## src/hw/rst_seq_pkg.sv

```systemverilog
// Constants, field layout and state codes of the reset and interrupt sequencer.
// Assumes one 20 MHz oscillator reference clock drives the whole block.

`default_nettype none

package rst_seq_pkg;

	//==========================================================
	// Register map
	localparam logic [15:0] ADDR_RESET_CAUSE = 16'hfe01;
	localparam logic [15:0] ADDR_CONFIG_ONE  = 16'h001f;
	localparam logic [15:0] ADDR_WATCHDOG    = 16'hffff;

	// Reset cause field positions
	localparam int RC_POR  = 7;
	localparam int RC_PIN  = 6;
	localparam int RC_WDOG = 5;
	localparam int RC_OPC  = 4;
	localparam int RC_ADR  = 3;
	localparam int RC_MON  = 2;
	localparam int RC_LVI  = 1;
	localparam logic [7:0] RC_RESET = 8'h82;
	localparam logic [7:0] RC_ALL   = 8'hfe;

	// Configuration one: stop instruction enable
	localparam int CFG_STOP_EN = 0;

	//==========================================================
	// Timing in reference clock cycles
	localparam int CNT_W = 13;
	localparam logic [CNT_W-1:0] STAB_CYCLES = 13'h1000;
	localparam logic [CNT_W-1:0] PIN_CYCLES  = 13'h0020;
	localparam logic [CNT_W-1:0] HOLD_CYCLES = 13'h0020;
	localparam logic [1:0] BUS_DIV_LAST = 2'h3;
	localparam int WDOG_W = 24;
	localparam int EXT_W  = 8;

	//==========================================================
	// Vectors
	localparam logic [15:0] VEC_RESET     = 16'hfffe;
	localparam logic [15:0] VEC_RESET_MON = 16'hfefe;
	localparam logic [15:0] VEC_SWI       = 16'hfffc;
	localparam logic [15:0] VEC_IRQ_FIRST = 16'hfffa;
	localparam int IRQ_COUNT = 16;
	localparam int IRQ_IDX_W = 4;

	//==========================================================
	// States
	typedef enum logic [5:0] {
		RS_STAB = 6'h01,
		RS_LOWV = 6'h02,
		RS_PIN  = 6'h04,
		RS_HOLD = 6'h08,
		RS_EXT  = 6'h10,
		RS_RUN  = 6'h20
	} rst_state_t;

	typedef enum logic [1:0] {
		IQ_IDLE  = 2'h1,
		IQ_ENTRY = 2'h2
	} irq_state_t;

endpackage

`default_nettype wire

```

## src/hw/irq_priority_encoder.sv

```systemverilog
// Fixed-priority encoder for the peripheral interrupt requests.
// Assumes request bit 0 is the most urgent source.

`timescale 1ns/10ps
`default_nettype none

module irq_priority_encoder (
	input  wire logic [rst_seq_pkg::IRQ_COUNT-1:0] req,
	output logic                                   any,
	output logic [rst_seq_pkg::IRQ_IDX_W-1:0]      index
);

	// Chain of "nothing more urgent pending"
	logic [rst_seq_pkg::IRQ_COUNT:0] clearAbove;
	logic [rst_seq_pkg::IRQ_COUNT-1:0] winner;
	logic [rst_seq_pkg::IRQ_IDX_W-1:0] partial [rst_seq_pkg::IRQ_COUNT:0];

	assign clearAbove[0] = 1'b1;
	assign partial[0] = '0;

	genvar i;
	generate
		for (i = 0; i < rst_seq_pkg::IRQ_COUNT; i++) begin : g_pri
			assign winner[i] = req[i] & clearAbove[i];
			assign clearAbove[i+1] = clearAbove[i] & ~req[i];
			assign partial[i+1] = partial[i] |
				(winner[i] ? rst_seq_pkg::IRQ_IDX_W'(i) : '0);
		end
	endgenerate

	assign any = |req;
	assign index = partial[rst_seq_pkg::IRQ_COUNT];

endmodule

`default_nettype wire

```

## src/hw/reset_and_interrupt_sequencer.sv

```systemverilog
// Reset sequencing, reset cause status and interrupt entry control.
// Assumes all inputs are synchronous to clk; the reset pin is open drain
// and resolved outside; the CPU core pulses its strobes for one cycle.

`timescale 1ns/10ps
`default_nettype none

module reset_and_interrupt_sequencer #(
	parameter int WDOG_CYCLES    = 8192,
	parameter int EXT_MIN_CYCLES = 4
) (
	input  wire logic        clk,
	input  wire logic        resetn,
	// Reset pin and supply
	input  wire logic        rstPinIn,
	output logic             rstPinOut,
	output logic             rstPinOe,
	input  wire logic        lowVoltage,
	// CPU events
	input  wire logic        monitorMode,
	input  wire logic        monitorEntryReq,
	input  wire logic        illegalOpcode,
	input  wire logic        stopExecuted,
	input  wire logic        opcodeFetch,
	input  wire logic        fetchUnmapped,
	// Reset outputs
	output logic             cpuReset,
	output logic             clocksGated,
	output logic             busClkTick,
	output logic [15:0]      resetVector,
	// Register port
	input  wire logic [15:0] regAddr,
	input  wire logic [7:0]  regWrData,
	input  wire logic        regWr,
	input  wire logic        regRd,
	output logic [7:0]       regRdData,
	// Interrupt entry
	input  wire logic [15:0] irqReq,
	input  wire logic        instrDone,
	input  wire logic        globalMask,
	input  wire logic        swiExecuted,
	input  wire logic        entryDone,
	output logic             intStart,
	output logic             intBusy,
	output logic [15:0]      intVector,
	output logic             pushPcMinusOne,
	output logic             setGlobalMask,
	output logic             stackIndexHigh
);

	//==========================================================
	// Declarations
	rst_seq_pkg::rst_state_t state;
	rst_seq_pkg::rst_state_t next_state;
	rst_seq_pkg::irq_state_t iqState;
	rst_seq_pkg::irq_state_t next_iqState;

	logic [rst_seq_pkg::CNT_W-1:0]  cnt;
	logic [rst_seq_pkg::CNT_W-1:0]  next_cnt;
	logic [rst_seq_pkg::CNT_W-1:0]  cntLimit;
	logic [rst_seq_pkg::WDOG_W-1:0] wdogCnt;
	logic [rst_seq_pkg::EXT_W-1:0]  extCnt;
	logic [7:0]                     flags;
	logic [7:0]                     flagSet;
	logic [7:0]                     flagClr;
	logic [1:0]                     busDiv;
	logic                           stopEnable;

	logic running;
	logic cntDone;
	logic selCause;
	logic selConfig;
	logic selWdog;
	logic rdCause;
	logic wdogOverflow;
	logic badOpcode;
	logic badFetch;
	logic internalEvt;
	logic extEvt;
	logic pinLateLow;
	logic enterLowv;
	logic irqAny;
	logic [rst_seq_pkg::IRQ_IDX_W-1:0] irqIdx;
	logic takeSwi;
	logic takeIrq;
	logic [15:0] irqVec;

	//==========================================================
	// Register decode
	assign selCause  = regAddr == rst_seq_pkg::ADDR_RESET_CAUSE;
	assign selConfig = regAddr == rst_seq_pkg::ADDR_CONFIG_ONE;
	assign selWdog   = regAddr == rst_seq_pkg::ADDR_WATCHDOG;
	assign rdCause   = regRd & selCause;

	//==========================================================
	// Reset sources, only seen while the CPU runs
	assign running = state == rst_seq_pkg::RS_RUN;
	assign wdogOverflow = running &&
		wdogCnt == rst_seq_pkg::WDOG_W'(WDOG_CYCLES - 1);
	assign badOpcode = running &
		(illegalOpcode | (stopExecuted & ~stopEnable));
	// Unmapped data reads are not an input here, so they never reset
	assign badFetch = running & opcodeFetch & fetchUnmapped;
	assign internalEvt = wdogOverflow | badOpcode | badFetch |
		(running & monitorEntryReq);
	assign extEvt = running && !rstPinIn &&
		extCnt == rst_seq_pkg::EXT_W'(EXT_MIN_CYCLES - 1);

	//==========================================================
	// Sequencer counter
	always_comb begin
		unique case (state)
			rst_seq_pkg::RS_STAB: cntLimit = rst_seq_pkg::STAB_CYCLES;
			rst_seq_pkg::RS_PIN:  cntLimit = rst_seq_pkg::PIN_CYCLES;
			rst_seq_pkg::RS_HOLD: cntLimit = rst_seq_pkg::HOLD_CYCLES;
			default:              cntLimit = rst_seq_pkg::PIN_CYCLES;
		endcase
	end

	assign cntDone = cnt == cntLimit - rst_seq_pkg::CNT_W'(1);

	// Pin read back at the end of the hold, 32 cycles after release
	assign pinLateLow = state == rst_seq_pkg::RS_HOLD && cntDone &&
		!rstPinIn;

	//==========================================================
	// Sequencer next state
	always_comb begin
		next_state = state;
		unique case (state)
			rst_seq_pkg::RS_STAB: begin
				if (cntDone) begin
					next_state = rst_seq_pkg::RS_PIN;
				end
			end
			rst_seq_pkg::RS_LOWV: begin
				if (!lowVoltage) begin
					next_state = rst_seq_pkg::RS_STAB;
				end
			end
			rst_seq_pkg::RS_PIN: begin
				if (cntDone) begin
					next_state = rst_seq_pkg::RS_HOLD;
				end
			end
			rst_seq_pkg::RS_HOLD: begin
				if (cntDone) begin
					next_state = rst_seq_pkg::RS_RUN;
				end
			end
			rst_seq_pkg::RS_EXT: begin
				// The chip stays in reset while the outside holds the pin
				if (rstPinIn) begin
					next_state = rst_seq_pkg::RS_HOLD;
				end
			end
			rst_seq_pkg::RS_RUN: begin
				if (internalEvt) begin
					next_state = rst_seq_pkg::RS_PIN;
				end else if (extEvt) begin
					next_state = rst_seq_pkg::RS_EXT;
				end
			end
		endcase
		// A supply drop overrides every other step
		if (lowVoltage) begin
			next_state = rst_seq_pkg::RS_LOWV;
		end
	end

	assign next_cnt = (next_state != state) ? '0 :
		cnt + rst_seq_pkg::CNT_W'(1);
	assign enterLowv = lowVoltage & (state != rst_seq_pkg::RS_LOWV);

	always_ff @(posedge clk or negedge resetn) begin
		if (!resetn) begin
			state <= rst_seq_pkg::RS_STAB;
			cnt   <= '0;
		end else begin
			state <= next_state;
			cnt   <= next_cnt;
		end
	end

	//==========================================================
	// Reset outputs, registered from the next state so a reset
	// source stops the core on the following edge
	always_ff @(posedge clk or negedge resetn) begin
		if (!resetn) begin
			cpuReset    <= 1'b1;
			clocksGated <= 1'b1;
			rstPinOe    <= 1'b1;
		end else begin
			cpuReset    <= next_state != rst_seq_pkg::RS_RUN;
			clocksGated <= next_state == rst_seq_pkg::RS_STAB ||
				next_state == rst_seq_pkg::RS_LOWV;
			rstPinOe    <= next_state == rst_seq_pkg::RS_STAB ||
				next_state == rst_seq_pkg::RS_LOWV ||
				next_state == rst_seq_pkg::RS_PIN;
		end
	end

	// Open drain: only ever pulls low
	assign rstPinOut = 1'b0;

	always_ff @(posedge clk or negedge resetn) begin
		if (!resetn) begin
			resetVector <= rst_seq_pkg::VEC_RESET;
		end else begin
			resetVector <= monitorMode ? rst_seq_pkg::VEC_RESET_MON :
				rst_seq_pkg::VEC_RESET;
		end
	end

	//==========================================================
	// Bus clock tick: reference divided by four, phase restarted
	// by every reset so the first bus cycle is aligned
	always_ff @(posedge clk or negedge resetn) begin
		if (!resetn) begin
			busDiv     <= '0;
			busClkTick <= 1'b0;
		end else if (cpuReset) begin
			busDiv     <= '0;
			busClkTick <= 1'b0;
		end else begin
			busDiv     <= busDiv + 2'h1;
			busClkTick <= busDiv == rst_seq_pkg::BUS_DIV_LAST;
		end
	end

	//==========================================================
	// Watchdog counter and external pin low-time filter
	always_ff @(posedge clk or negedge resetn) begin
		if (!resetn) begin
			wdogCnt <= '0;
		end else if (!running || wdogOverflow ||
			(regWr && selWdog)) begin
			wdogCnt <= '0;
		end else begin
			wdogCnt <= wdogCnt + rst_seq_pkg::WDOG_W'(1);
		end
	end

	always_ff @(posedge clk or negedge resetn) begin
		if (!resetn) begin
			extCnt <= '0;
		end else if (!running || rstPinIn) begin
			extCnt <= '0;
		end else if (!extEvt) begin
			extCnt <= extCnt + rst_seq_pkg::EXT_W'(1);
		end
	end

	//==========================================================
	// Reset cause flags
	always_comb begin
		flagSet = '0;
		flagSet[rst_seq_pkg::RC_PIN]  = extEvt | pinLateLow;
		flagSet[rst_seq_pkg::RC_WDOG] = wdogOverflow;
		flagSet[rst_seq_pkg::RC_OPC]  = badOpcode;
		flagSet[rst_seq_pkg::RC_ADR]  = badFetch;
		flagSet[rst_seq_pkg::RC_MON]  = running & monitorEntryReq;
		flagSet[rst_seq_pkg::RC_LVI]  = enterLowv;
	end

	assign flagClr = rdCause ? 8'hff : 8'h00;

	always_ff @(posedge clk or negedge resetn) begin
		if (!resetn) begin
			flags <= rst_seq_pkg::RC_RESET;
		end else begin
			flags <= (flags & ~flagClr) | flagSet;
		end
	end

	//==========================================================
	// Configuration one; the stop enable returns to 0 on any reset
	always_ff @(posedge clk or negedge resetn) begin
		if (!resetn) begin
			stopEnable <= 1'b0;
		end else if (cpuReset) begin
			stopEnable <= 1'b0;
		end else if (regWr && selConfig) begin
			stopEnable <= regWrData[rst_seq_pkg::CFG_STOP_EN];
		end
	end

	//==========================================================
	// Register read data, valid the cycle after the strobe
	always_ff @(posedge clk or negedge resetn) begin
		if (!resetn) begin
			regRdData <= '0;
		end else if (regRd && selCause) begin
			regRdData <= flags & rst_seq_pkg::RC_ALL;
		end else if (regRd && selConfig) begin
			regRdData <= {7'h00, stopEnable};
		end else begin
			regRdData <= '0;
		end
	end

	//==========================================================
	// Interrupt arbitration
	irq_priority_encoder u_pri (
		.req   (irqReq),
		.any   (irqAny),
		.index (irqIdx)
	);

	assign irqVec = rst_seq_pkg::VEC_IRQ_FIRST -
		{11'h000, irqIdx, 1'b0};
	// Decisions only at an instruction boundary, so nothing aborts
	assign takeSwi = instrDone & swiExecuted;
	assign takeIrq = instrDone & ~swiExecuted & ~globalMask &
		irqAny;

	always_comb begin
		next_iqState = iqState;
		unique case (iqState)
			rst_seq_pkg::IQ_IDLE: begin
				if (takeSwi || takeIrq) begin
					next_iqState = rst_seq_pkg::IQ_ENTRY;
				end
			end
			rst_seq_pkg::IQ_ENTRY: begin
				// Latched source holds until stacking completes
				if (entryDone) begin
					next_iqState = rst_seq_pkg::IQ_IDLE;
				end
			end
		endcase
	end

	always_ff @(posedge clk or negedge resetn) begin
		if (!resetn) begin
			iqState <= rst_seq_pkg::IQ_IDLE;
		end else if (cpuReset) begin
			iqState <= rst_seq_pkg::IQ_IDLE;
		end else begin
			iqState <= next_iqState;
		end
	end

	assign intBusy = iqState == rst_seq_pkg::IQ_ENTRY;

	always_ff @(posedge clk or negedge resetn) begin
		if (!resetn) begin
			intStart       <= 1'b0;
			setGlobalMask  <= 1'b0;
			intVector      <= rst_seq_pkg::VEC_SWI;
			pushPcMinusOne <= 1'b0;
		end else begin
			intStart      <= 1'b0;
			setGlobalMask <= 1'b0;
			if (!cpuReset && iqState == rst_seq_pkg::IQ_IDLE &&
				(takeSwi || takeIrq)) begin
				intStart       <= 1'b1;
				setGlobalMask  <= 1'b1;
				intVector      <= takeSwi ? rst_seq_pkg::VEC_SWI :
					irqVec;
				pushPcMinusOne <= ~takeSwi;
			end
		end
	end

	// Index high is never part of the stack frame
	assign stackIndexHigh = 1'b0;

endmodule

`default_nettype wire

```

## config.mk

```make
export PLATFORM = sky130hd
export DESIGN_NAME = reset_and_interrupt_sequencer
export DESIGN_NICKNAME = d
export VERILOG_FILES = /design/src/hw/rst_seq_pkg.sv /design/src/hw/irq_priority_encoder.sv /design/src/hw/reset_and_interrupt_sequencer.sv
export SDC_FILE = /design/constraint.sdc
export NUM_CORES = 1
export LEC_CHECK = 0
export BUFFER_PORTS_ARGS = -buffer_cell sky130_fd_sc_hd__buf_2
export CORE_MARGIN = 2
export CORE_UTILIZATION = 50
export DETAILED_ROUTE_END_ITERATION = 8
export MAX_ROUTING_LAYER = met4
export PLACE_DENSITY = 0.75
export SLEW_MARGIN = 30
export SYNTH_ARGS = -nofsm -noshare
export SYNTH_HDL_FRONTEND = slang
export SYNTH_SLANG_ARGS = --single-unit
```

## constraint.sdc

```tcl
create_clock -name clk -period 3.7 [get_ports clk]
set_clock_uncertainty 0.15 [all_clocks]
set_input_delay 0.555 -clock clk [delete_from_list [all_inputs] [get_ports clk]]
set_output_delay 0.555 -clock clk [all_outputs]
set_load 0.02 [all_outputs]
```

==> flow_metrics.env, run 1 <==
export IMPL_routedWlPerCell_um=13.56
export IMPL_crit_path_frequent_cell="or4_4"
export IMPL_r2r_cells=7
export IMPL_path_buf_inv=0
export IMPL_yosys_area_top_type="dfrtp_1"
export IMPL_dp_hpwl_mm=6.328
export IMPL_cts_setup_buffers=0
export IMPL_r2r_setup_slack_ns=0.60
export IMPL_cpPeakStageDelay_ns=0.57
export IMPL_grt_max_degree=84
export IMPL_layout_common_cells="dfrtp_1 (71), buf_2 (69), nor2_1 (59), nand2_1 (35), conb_1 (28)"
export IMPL_antenna_found_initial=0
export IMPL_synth_area_sq_mm=0.004531
export IMPL_finalMaxSlewViolations=0
export IMPL_clockBufferDepth=2
export IMPL_synth_distinct_cells=67
export IMPL_yosysTopAreaCellShare_pct=39.22
export IMPL_cts_buffers=9
export IMPL_rsz0062_at_grt="false"
export IMPL_maxCapViolations=0
export IMPL_dr_first_iter_drc_count=201
export IMPL_die_h_um=99.19
export IMPL_run_status="completed"
export IMPL_cp_start_kind="flop"
export IMPL_cp_data_arrival_time_ns=3.17
export IMPL_finalCritPeriodShare_pct=83.85
export IMPL_drc=0
export IMPL_avgViaCountPerCell=5.457
export IMPL_die_x_um=99.19
export IMPL_p_per_area_mw_per_mm2=435.8
export IMPL_min_path_type="input port to async pin"
export IMPL_cts_sinks=83
export IMPL_place_gp_congestion=0.8993
export IMPL_period_needed_ns=3.102
export IMPL_drive_above_1_share_pct=23.82
export IMPL_ys_async_sr_fraction_pct=100.0
export IMPL_fmax_mhz=322.3
export IMPL_required_ns=3.77
export IMPL_grt_pass1_wl_mm=15.50
export IMPL_mostFrequentLayoutCell="dfrtp_1"
export IMPL_relSlewSlack_pct=46.78
export IMPL_leakage_uw=0.002359
export IMPL_critical_path_top_delay_family="simple AND/OR/NAND/NOR gates"
export IMPL_ys_seq_area_share_pct=46.18
export IMPL_grt_overflow_total=0
export IMPL_worstSetupEndpointType="flop"
export IMPL_holdBufCountCts=0
export IMPL_crit_reg2reg_launch="state[3]$_DFF_PN0_"
export IMPL_setup_worst_path_start="state[3]$_DFF_PN0_"
export IMPL_synthCells=475
export IMPL_synth_edff_count=0
export IMPL_drtAntennaViolNets=0
export IMPL_cts_repair_resized=0
export IMPL_avgSynthCellArea_sq_um=9.538
export IMPL_htreeDepth=3
export IMPL_fin_hold_ws_ns=0.09459
export IMPL_portBuffers=70
export IMPL_tritoncts="done"
export IMPL_endpoint="cnt[12]$_DFF_PN0_"
export IMPL_start_util_pct=51.70
export IMPL_setup_tns_ns=0
export IMPL_synth_warnings=0
export IMPL_num_rows=34
export IMPL_clk_insertion_delay_late_ns=0.35
export IMPL_drt_pass1_iterations=4
export IMPL_boundaryPins=106
export IMPL_grt_pass1_vias=3494
export IMPL_ir_drop_v=0.0001789
export IMPL_grt_use_total_pct=19.73
export IMPL_crit_type="flop to flop"
export IMPL_core_area_sq_mm=0.008763
export IMPL_placed_cell_area_sq_mm=0.004856
export IMPL_vias=3591
export IMPL_dieArea_sq_mm=0.009839
export IMPL_synth_seq_cells=83
export IMPL_finalNetCount=606
export IMPL_critPathMaxFanout=13
export IMPL_insertedDiodeCount=0
export IMPL_crit_cells=7
export IMPL_hold_violations=0
export IMPL_crit_slowest_cell="or4_4"
export IMPL_clkTransAtPathRegs_ns=0.09
export IMPL_netlist_top_cells_area="dfrtp_1 (39%), dfstp_2 (7.0%), xor2_1 (5.2%), buf_4 (5.1%), nor2_1 (4.9%)"
export IMPL_wl_mm=8.921
export IMPL_r2r_end="cnt[12]$_DFF_PN0_"
export IMPL_tightest_slew_ns=0.7984
export IMPL_postLayoutCellArea_sq_mm=0.005091
export IMPL_crit_path_cell_trace="or4_4, or4_4, a211oi_4, o2111a_1, o21ai_1, nand4_2, nor2_1"
export IMPL_synth_ff_type="dfrtp_1"
export IMPL_clock_root_buffer="clkbuf_8"
export IMPL_syn_to_final_growth_pct=12.37
export IMPL_setup_violations=0
==> metrics by stage <==
stage | total power, uW | util (%) | std cells | setup slack [ns]
2_1_floorplan | 1429 | - | 501 | 0.8109
3_3_place_gp | 1495 | 55.37 | 642 | 0.5689
3_5_place_dp | 1503 | 55.41 | 642 | 0.5420
4_1_cts | 2234 | 58.00 | 658 | 0.5832
5_1_grt | 2340 | 58.10 | 658 | 0.4267
6_report | 2219 | 58.10 | 658 | 0.5975
==> area by class of cell <==
class                      count  area, sq um
sequential                    83         2092
inverter                      17        63.81
fill                         771         3672
timing repair buffer          77        409.1
tap                          108        135.1
clock inverter                 5        85.08
clock buffer                  11        141.4
multi-input combinational    357         2165
==> report_power, final <==
part           internal (uW)  leakage [uW]  switching [uW]
combinational            171       0.00115             321
sequential               956       0.00110            42.1
clock                    403      0.000110             326
==> sequential cells by signal, indices dropped and copies added (netlist names), 2 cells and up <==
signal / flops
wdogCnt: 24
intVector: 5
flags: 7
busDiv: 2
extCnt: 8
regRdData: 8
state: 6
iqState: 2
cnt: 13
==> how the worst min path moves through the flow <==
stage	start	end	depth (start not counted)
after CTS	resetn	wdogCnt[8]$_DFF_PN0_	1
after global routing	monitorMode	resetVector[8]$_DFF_PN1_	2
after detailed placement	busDiv[0]$_DFF_PN0_	busDiv[0]$_DFF_PN0_	1
after global placement	busDiv[0]$_DFF_PN0_	busDiv[0]$_DFF_PN0_	1
final	resetn	wdogCnt[8]$_DFF_PN0_	1
after floorplan	resetn	busClkTick$_DFF_PN0_	0
==> logic make-up after synthesis <==
family,Yosys count,synth area share [%]
AOI/OAI and AO/OA,64,10.27
buffers and inverters,61,8.534
and+or+nand+nor,218,25.30
muxes,2,0.4419
adders and majority gates,5,1.381
other,2,0.1658
DFF,83,46.17
xor gates and xnor gates,40,7.733
==> layer usage <==
metal | vias to the layer above | track usage (%) | part of all wire (%)
met5 | - | - | 0
met4 | 0 | 7.903 | 1.1
met3 | 11 | 3.443 | 5.4
met2 | 110 | 31.86 | 47
met1 | 1722 | 24.78 | 46
li1 | 1748 | - | -
==> cell usage after synthesis, types with 3 or more instances <==
library cell  instances
clkbuf_1              7
dfstp_2              12
a21oi_1              11
buf_6                 5
nor2_2               10
or3_1                 5
and3_1               18
ha_1                  5
inv_1                17
dfrtp_1              71
and4_1                3
a31oi_1               7
nor4b_1               3
nand3_1              18
nand3b_1              4
o21ai_0              12
or2_2                 3
buf_4                31
nand2_1              35
or3_2                 3
nor2_1               59
or4_1                 3
nor2b_1               6
nand4_1              10
xnor2_1              13
nor4_1               12
nand2b_1              3
xor2_1               27
nor3_1               13
No activity file was read; power rests on OpenSTA's default activity.
==> inputs of run 2 (changes only) <==
Settings changed: ABC_AREA set to 1, CORE_UTILIZATION 50 to 49, PLACE_DENSITY 0.75 to 0.76.
Clock period 3.7 ns to 2.5 ns, I/O delays scaled along.
==> run 2 against run 1 <==
  * Largest power group is now combinational logic
  * Highest routed layer unchanged
  * Non-clock buffer count grew 11
  * Power grew 110%
  * Combinational power grew to 4.2 times the previous value
  * Synthesized cell count grew 27%
  * Clock power grew 35%
==> flow_metrics.env, run 2 <==
export IMPL_finalCritPeriodShare_pct=96.20
export IMPL_fmax_mhz=415.8
export IMPL_die_h_um=102.0
export IMPL_finalNetCount=758
export IMPL_synth_warnings=0
export IMPL_die_x_um=102.0
export IMPL_drc=0
export IMPL_grt_use_total_pct=20.47
export IMPL_power_switching_uw=1871
export IMPL_maxCapViolations=0
export IMPL_antenna_found_initial=0
export IMPL_drtAntennaViolNets=0
export IMPL_drt_pass1_iterations=5
export IMPL_postLayoutCellArea_sq_mm=0.005578
export IMPL_setup_tns_ns=0
export IMPL_yosysMostFrequentCell="nand2_1"
export IMPL_period_needed_ns=2.405
export IMPL_fin_hold_ws_ns=0.1232
export IMPL_dp_hpwl_mm=7.546
export IMPL_required_ns=2.63
export IMPL_num_rows=35
export IMPL_synth_seq_cells=83
export IMPL_grt_pass1_wl_mm=16.48
export IMPL_insertedDiodeCount=0
export IMPL_dieArea_sq_mm=0.01040
export IMPL_clkTransAtPathRegs_ns=0.09
export IMPL_finalMaxSlewViolations=0
export IMPL_avgSynthCellArea_sq_um=7.772
export IMPL_largest_reg_flops=24
export IMPL_drive_above_1_share_pct=24.79
export IMPL_mostFrequentLayoutCell="nand2_1"
export IMPL_netlist_top_cells_area="dfrtp_1 (38%), nand2_1 (8.2%), nor2_1 (7.9%), inv_1 (6.9%), dfstp_2 (6.7%)"
export IMPL_syn_to_final_growth_pct=18.63
export IMPL_layout_common_cells="nand2_1 (97), nor2_1 (94), inv_1 (84), buf_2 (69), dfrtp_1 (67)"
export IMPL_swShare_pct=39.91
export IMPL_dr_first_iter_drc_count=190
export IMPL_n_fill_cell=819
export IMPL_cp_data_arrival_time_ns=2.54
export IMPL_p_total_uw=4687
export IMPL_power_share_combinational_pct=43.8
export IMPL_start_util_pct=50.65
export IMPL_boundaryPins=106
export IMPL_worstSetupEndpointType="flop"
export IMPL_critPathMaxFanout=7
export IMPL_min_path_type="input port to flop"
export IMPL_htreeDepth=3
export IMPL_wl_mm=10.27
export IMPL_synth_ff_type="dfrtp_1"
export IMPL_placed_cell_area_sq_mm=0.005142
export IMPL_ys_seq_area_share_pct=44.49
export IMPL_core_area_sq_mm=0.009284
export IMPL_grt_overflow_total=0
export IMPL_top_layer_used="met4"
export IMPL_clkPwrFrac_pct=20.9
export IMPL_vias=4150
export IMPL_seqPwrFrac_pct=35.3
export IMPL_yosysTopAreaCellShare_pct=37.79
export IMPL_setup_violations=0
export IMPL_internal_power_uw=2817
export IMPL_clock_root_buffer="clkbuf_8"
export IMPL_leakage_uw=0.002751
export IMPL_largestRegisters="wdogCnt: 24 flops, cnt: 13 flops"
export IMPL_clk_insertion_delay_late_ns=0.36
export IMPL_avgViaCountPerCell=4.994
export IMPL_portBuffers=70
export IMPL_m1WireLength_mm=4.517
export IMPL_p_per_area_mw_per_mm2=840.3
export IMPL_grt_pass1_vias=3839
export IMPL_relSlewSlack_pct=64.88
export IMPL_tightest_slew_ns=0.5221
export IMPL_cts_buffers=9
export IMPL_synthCells=605
export IMPL_cts_sinks=83
export IMPL_place_gp_congestion=0.9681
export IMPL_wl_met3_um=690
export IMPL_rsz0062_at_grt="true"
export IMPL_largest_register="wdogCnt"
export IMPL_synth_common_cells="nand2_1 (103), nor2_1 (99), inv_1 (86), dfrtp_1 (71), nand3_1 (36)"
export IMPL_routedWlPerCell_um=12.36
export IMPL_hold_violations=0
export IMPL_synth_distinct_cells=45
export IMPL_synth_edff_count=0
export IMPL_cp_start_kind="flop"
export IMPL_synth_area_sq_mm=0.004702
export IMPL_ys_async_sr_fraction_pct=100.0
export IMPL_tritoncts="done"
export IMPL_yosys_area_top_type="dfrtp_1"
export IMPL_ir_drop_v=0.001018
export IMPL_crit_type="flop to flop"
export IMPL_wl_met2_mm=4.908
export IMPL_grt_max_degree=65
export IMPL_run_status="completed"
export IMPL_clockBufferDepth=2
-- run 2: cell type report --
cell class	count	area, sq um	area share [%]
clock buffer	10	137.6	2.467
clock inverter	6	65.06	1.166
inverter	88	332.8	5.967
multi-input combinational	427	2245	40.24
sequential	83	2097	37.60
tap	129	161.4	2.894
timing repair buffer	88	539.3	9.668
-- run 2: critical path, stage by stage, from the launching register on --
cell     delay, ns
dfrtp_2       0.46
nor2_4        0.19
buf_4         0.14
nand3_1       0.07
nor2_1        0.17
nor2_1        0.09
nand2_1       0.09
nor2_1        0.05
a21oi_2       0.18
nand2_2       0.09
nand2_1       0.07
nand3_2       0.09
nor2_4        0.13
nand3_4       0.10
buf_12        0.15
nor2_1        0.10
-- run 2: metrics by stage --
stage | util, % | setup WS [ns] | instances
2_1_floorplan | - | 0.4144 | 631
3_5_place_dp | 55.39 | 0.1596 | 803
4_1_cts | 57.79 | 0.1198 | 821
6_report | 60.08 | 0.09497 | 831
5_1_grt | 60.08 | -0.02298 | 831
3_3_place_gp | 55.39 | 0.1898 | 803
-- run 2: final timing paths --
kind,slack [ns],depth (start not counted),end,start
hold reg to reg,0.29,1,busDiv[0]$_DFF_PN0_,busDiv[0]$_DFF_PN0_
setup reg to reg,0.09,15,cnt[0]$_DFF_PN0_,state[2]$_DFF_PN0_
min in group asynchronous,0.27,2,wdogCnt[1]$_DFF_PN0_,resetn
hold / removal,0.12,2,regRdData[0]$_DFF_PN0_,regRd
setup / recovery,0.09,15,cnt[0]$_DFF_PN0_,state[2]$_DFF_PN0_
max in group asynchronous,1.27,3,iqState[0]$_DFFE_PN1P_,resetn
-- run 2: cell families (layout without fill, tap and decap cells) --
group	count (synthesis)	after routing	share of synthesized area [%]
xor gates and xnor gates	19	19	3.539
buffers and inverters	121	192	12.16
adders and majority gates	5	5	1.330
AOI/OAI and AO/OA	55	55	6.786
and+or+nand+nor	320	320	31.53
DFF	83	83	44.49
other	2	28	0.1597
-- run 2: repair_timing --
action / in CTS / in global routing
hold endpoints to repair: 19 / 0
hold buffers: 2 / 0
buffers inserted: 0 / 9
endpoints found under the setup margin: 0 / 14
gates resized for setup: 0 / 35
-- run 2: power by group through the flow --
stage | sequential (uW) | combinational [uW] | clock [uW]
finish | 1660 | 2050 | 980
floorplan | 1720 | 1090 | 0
global route | 1670 | 2260 | 1060
CTS | 1630 | 1630 | 1010
detailed placement | 1650 | 1610 | 0
global placement | 1650 | 1590 | 0
-- run 2: layer usage --
metal  track usage, %  vias to the layer above
met5                -                        -
met4            5.641                        0
met3            5.335                       20
met2            34.56                      135
met1            24.36                     1940
li1                 -                     2055
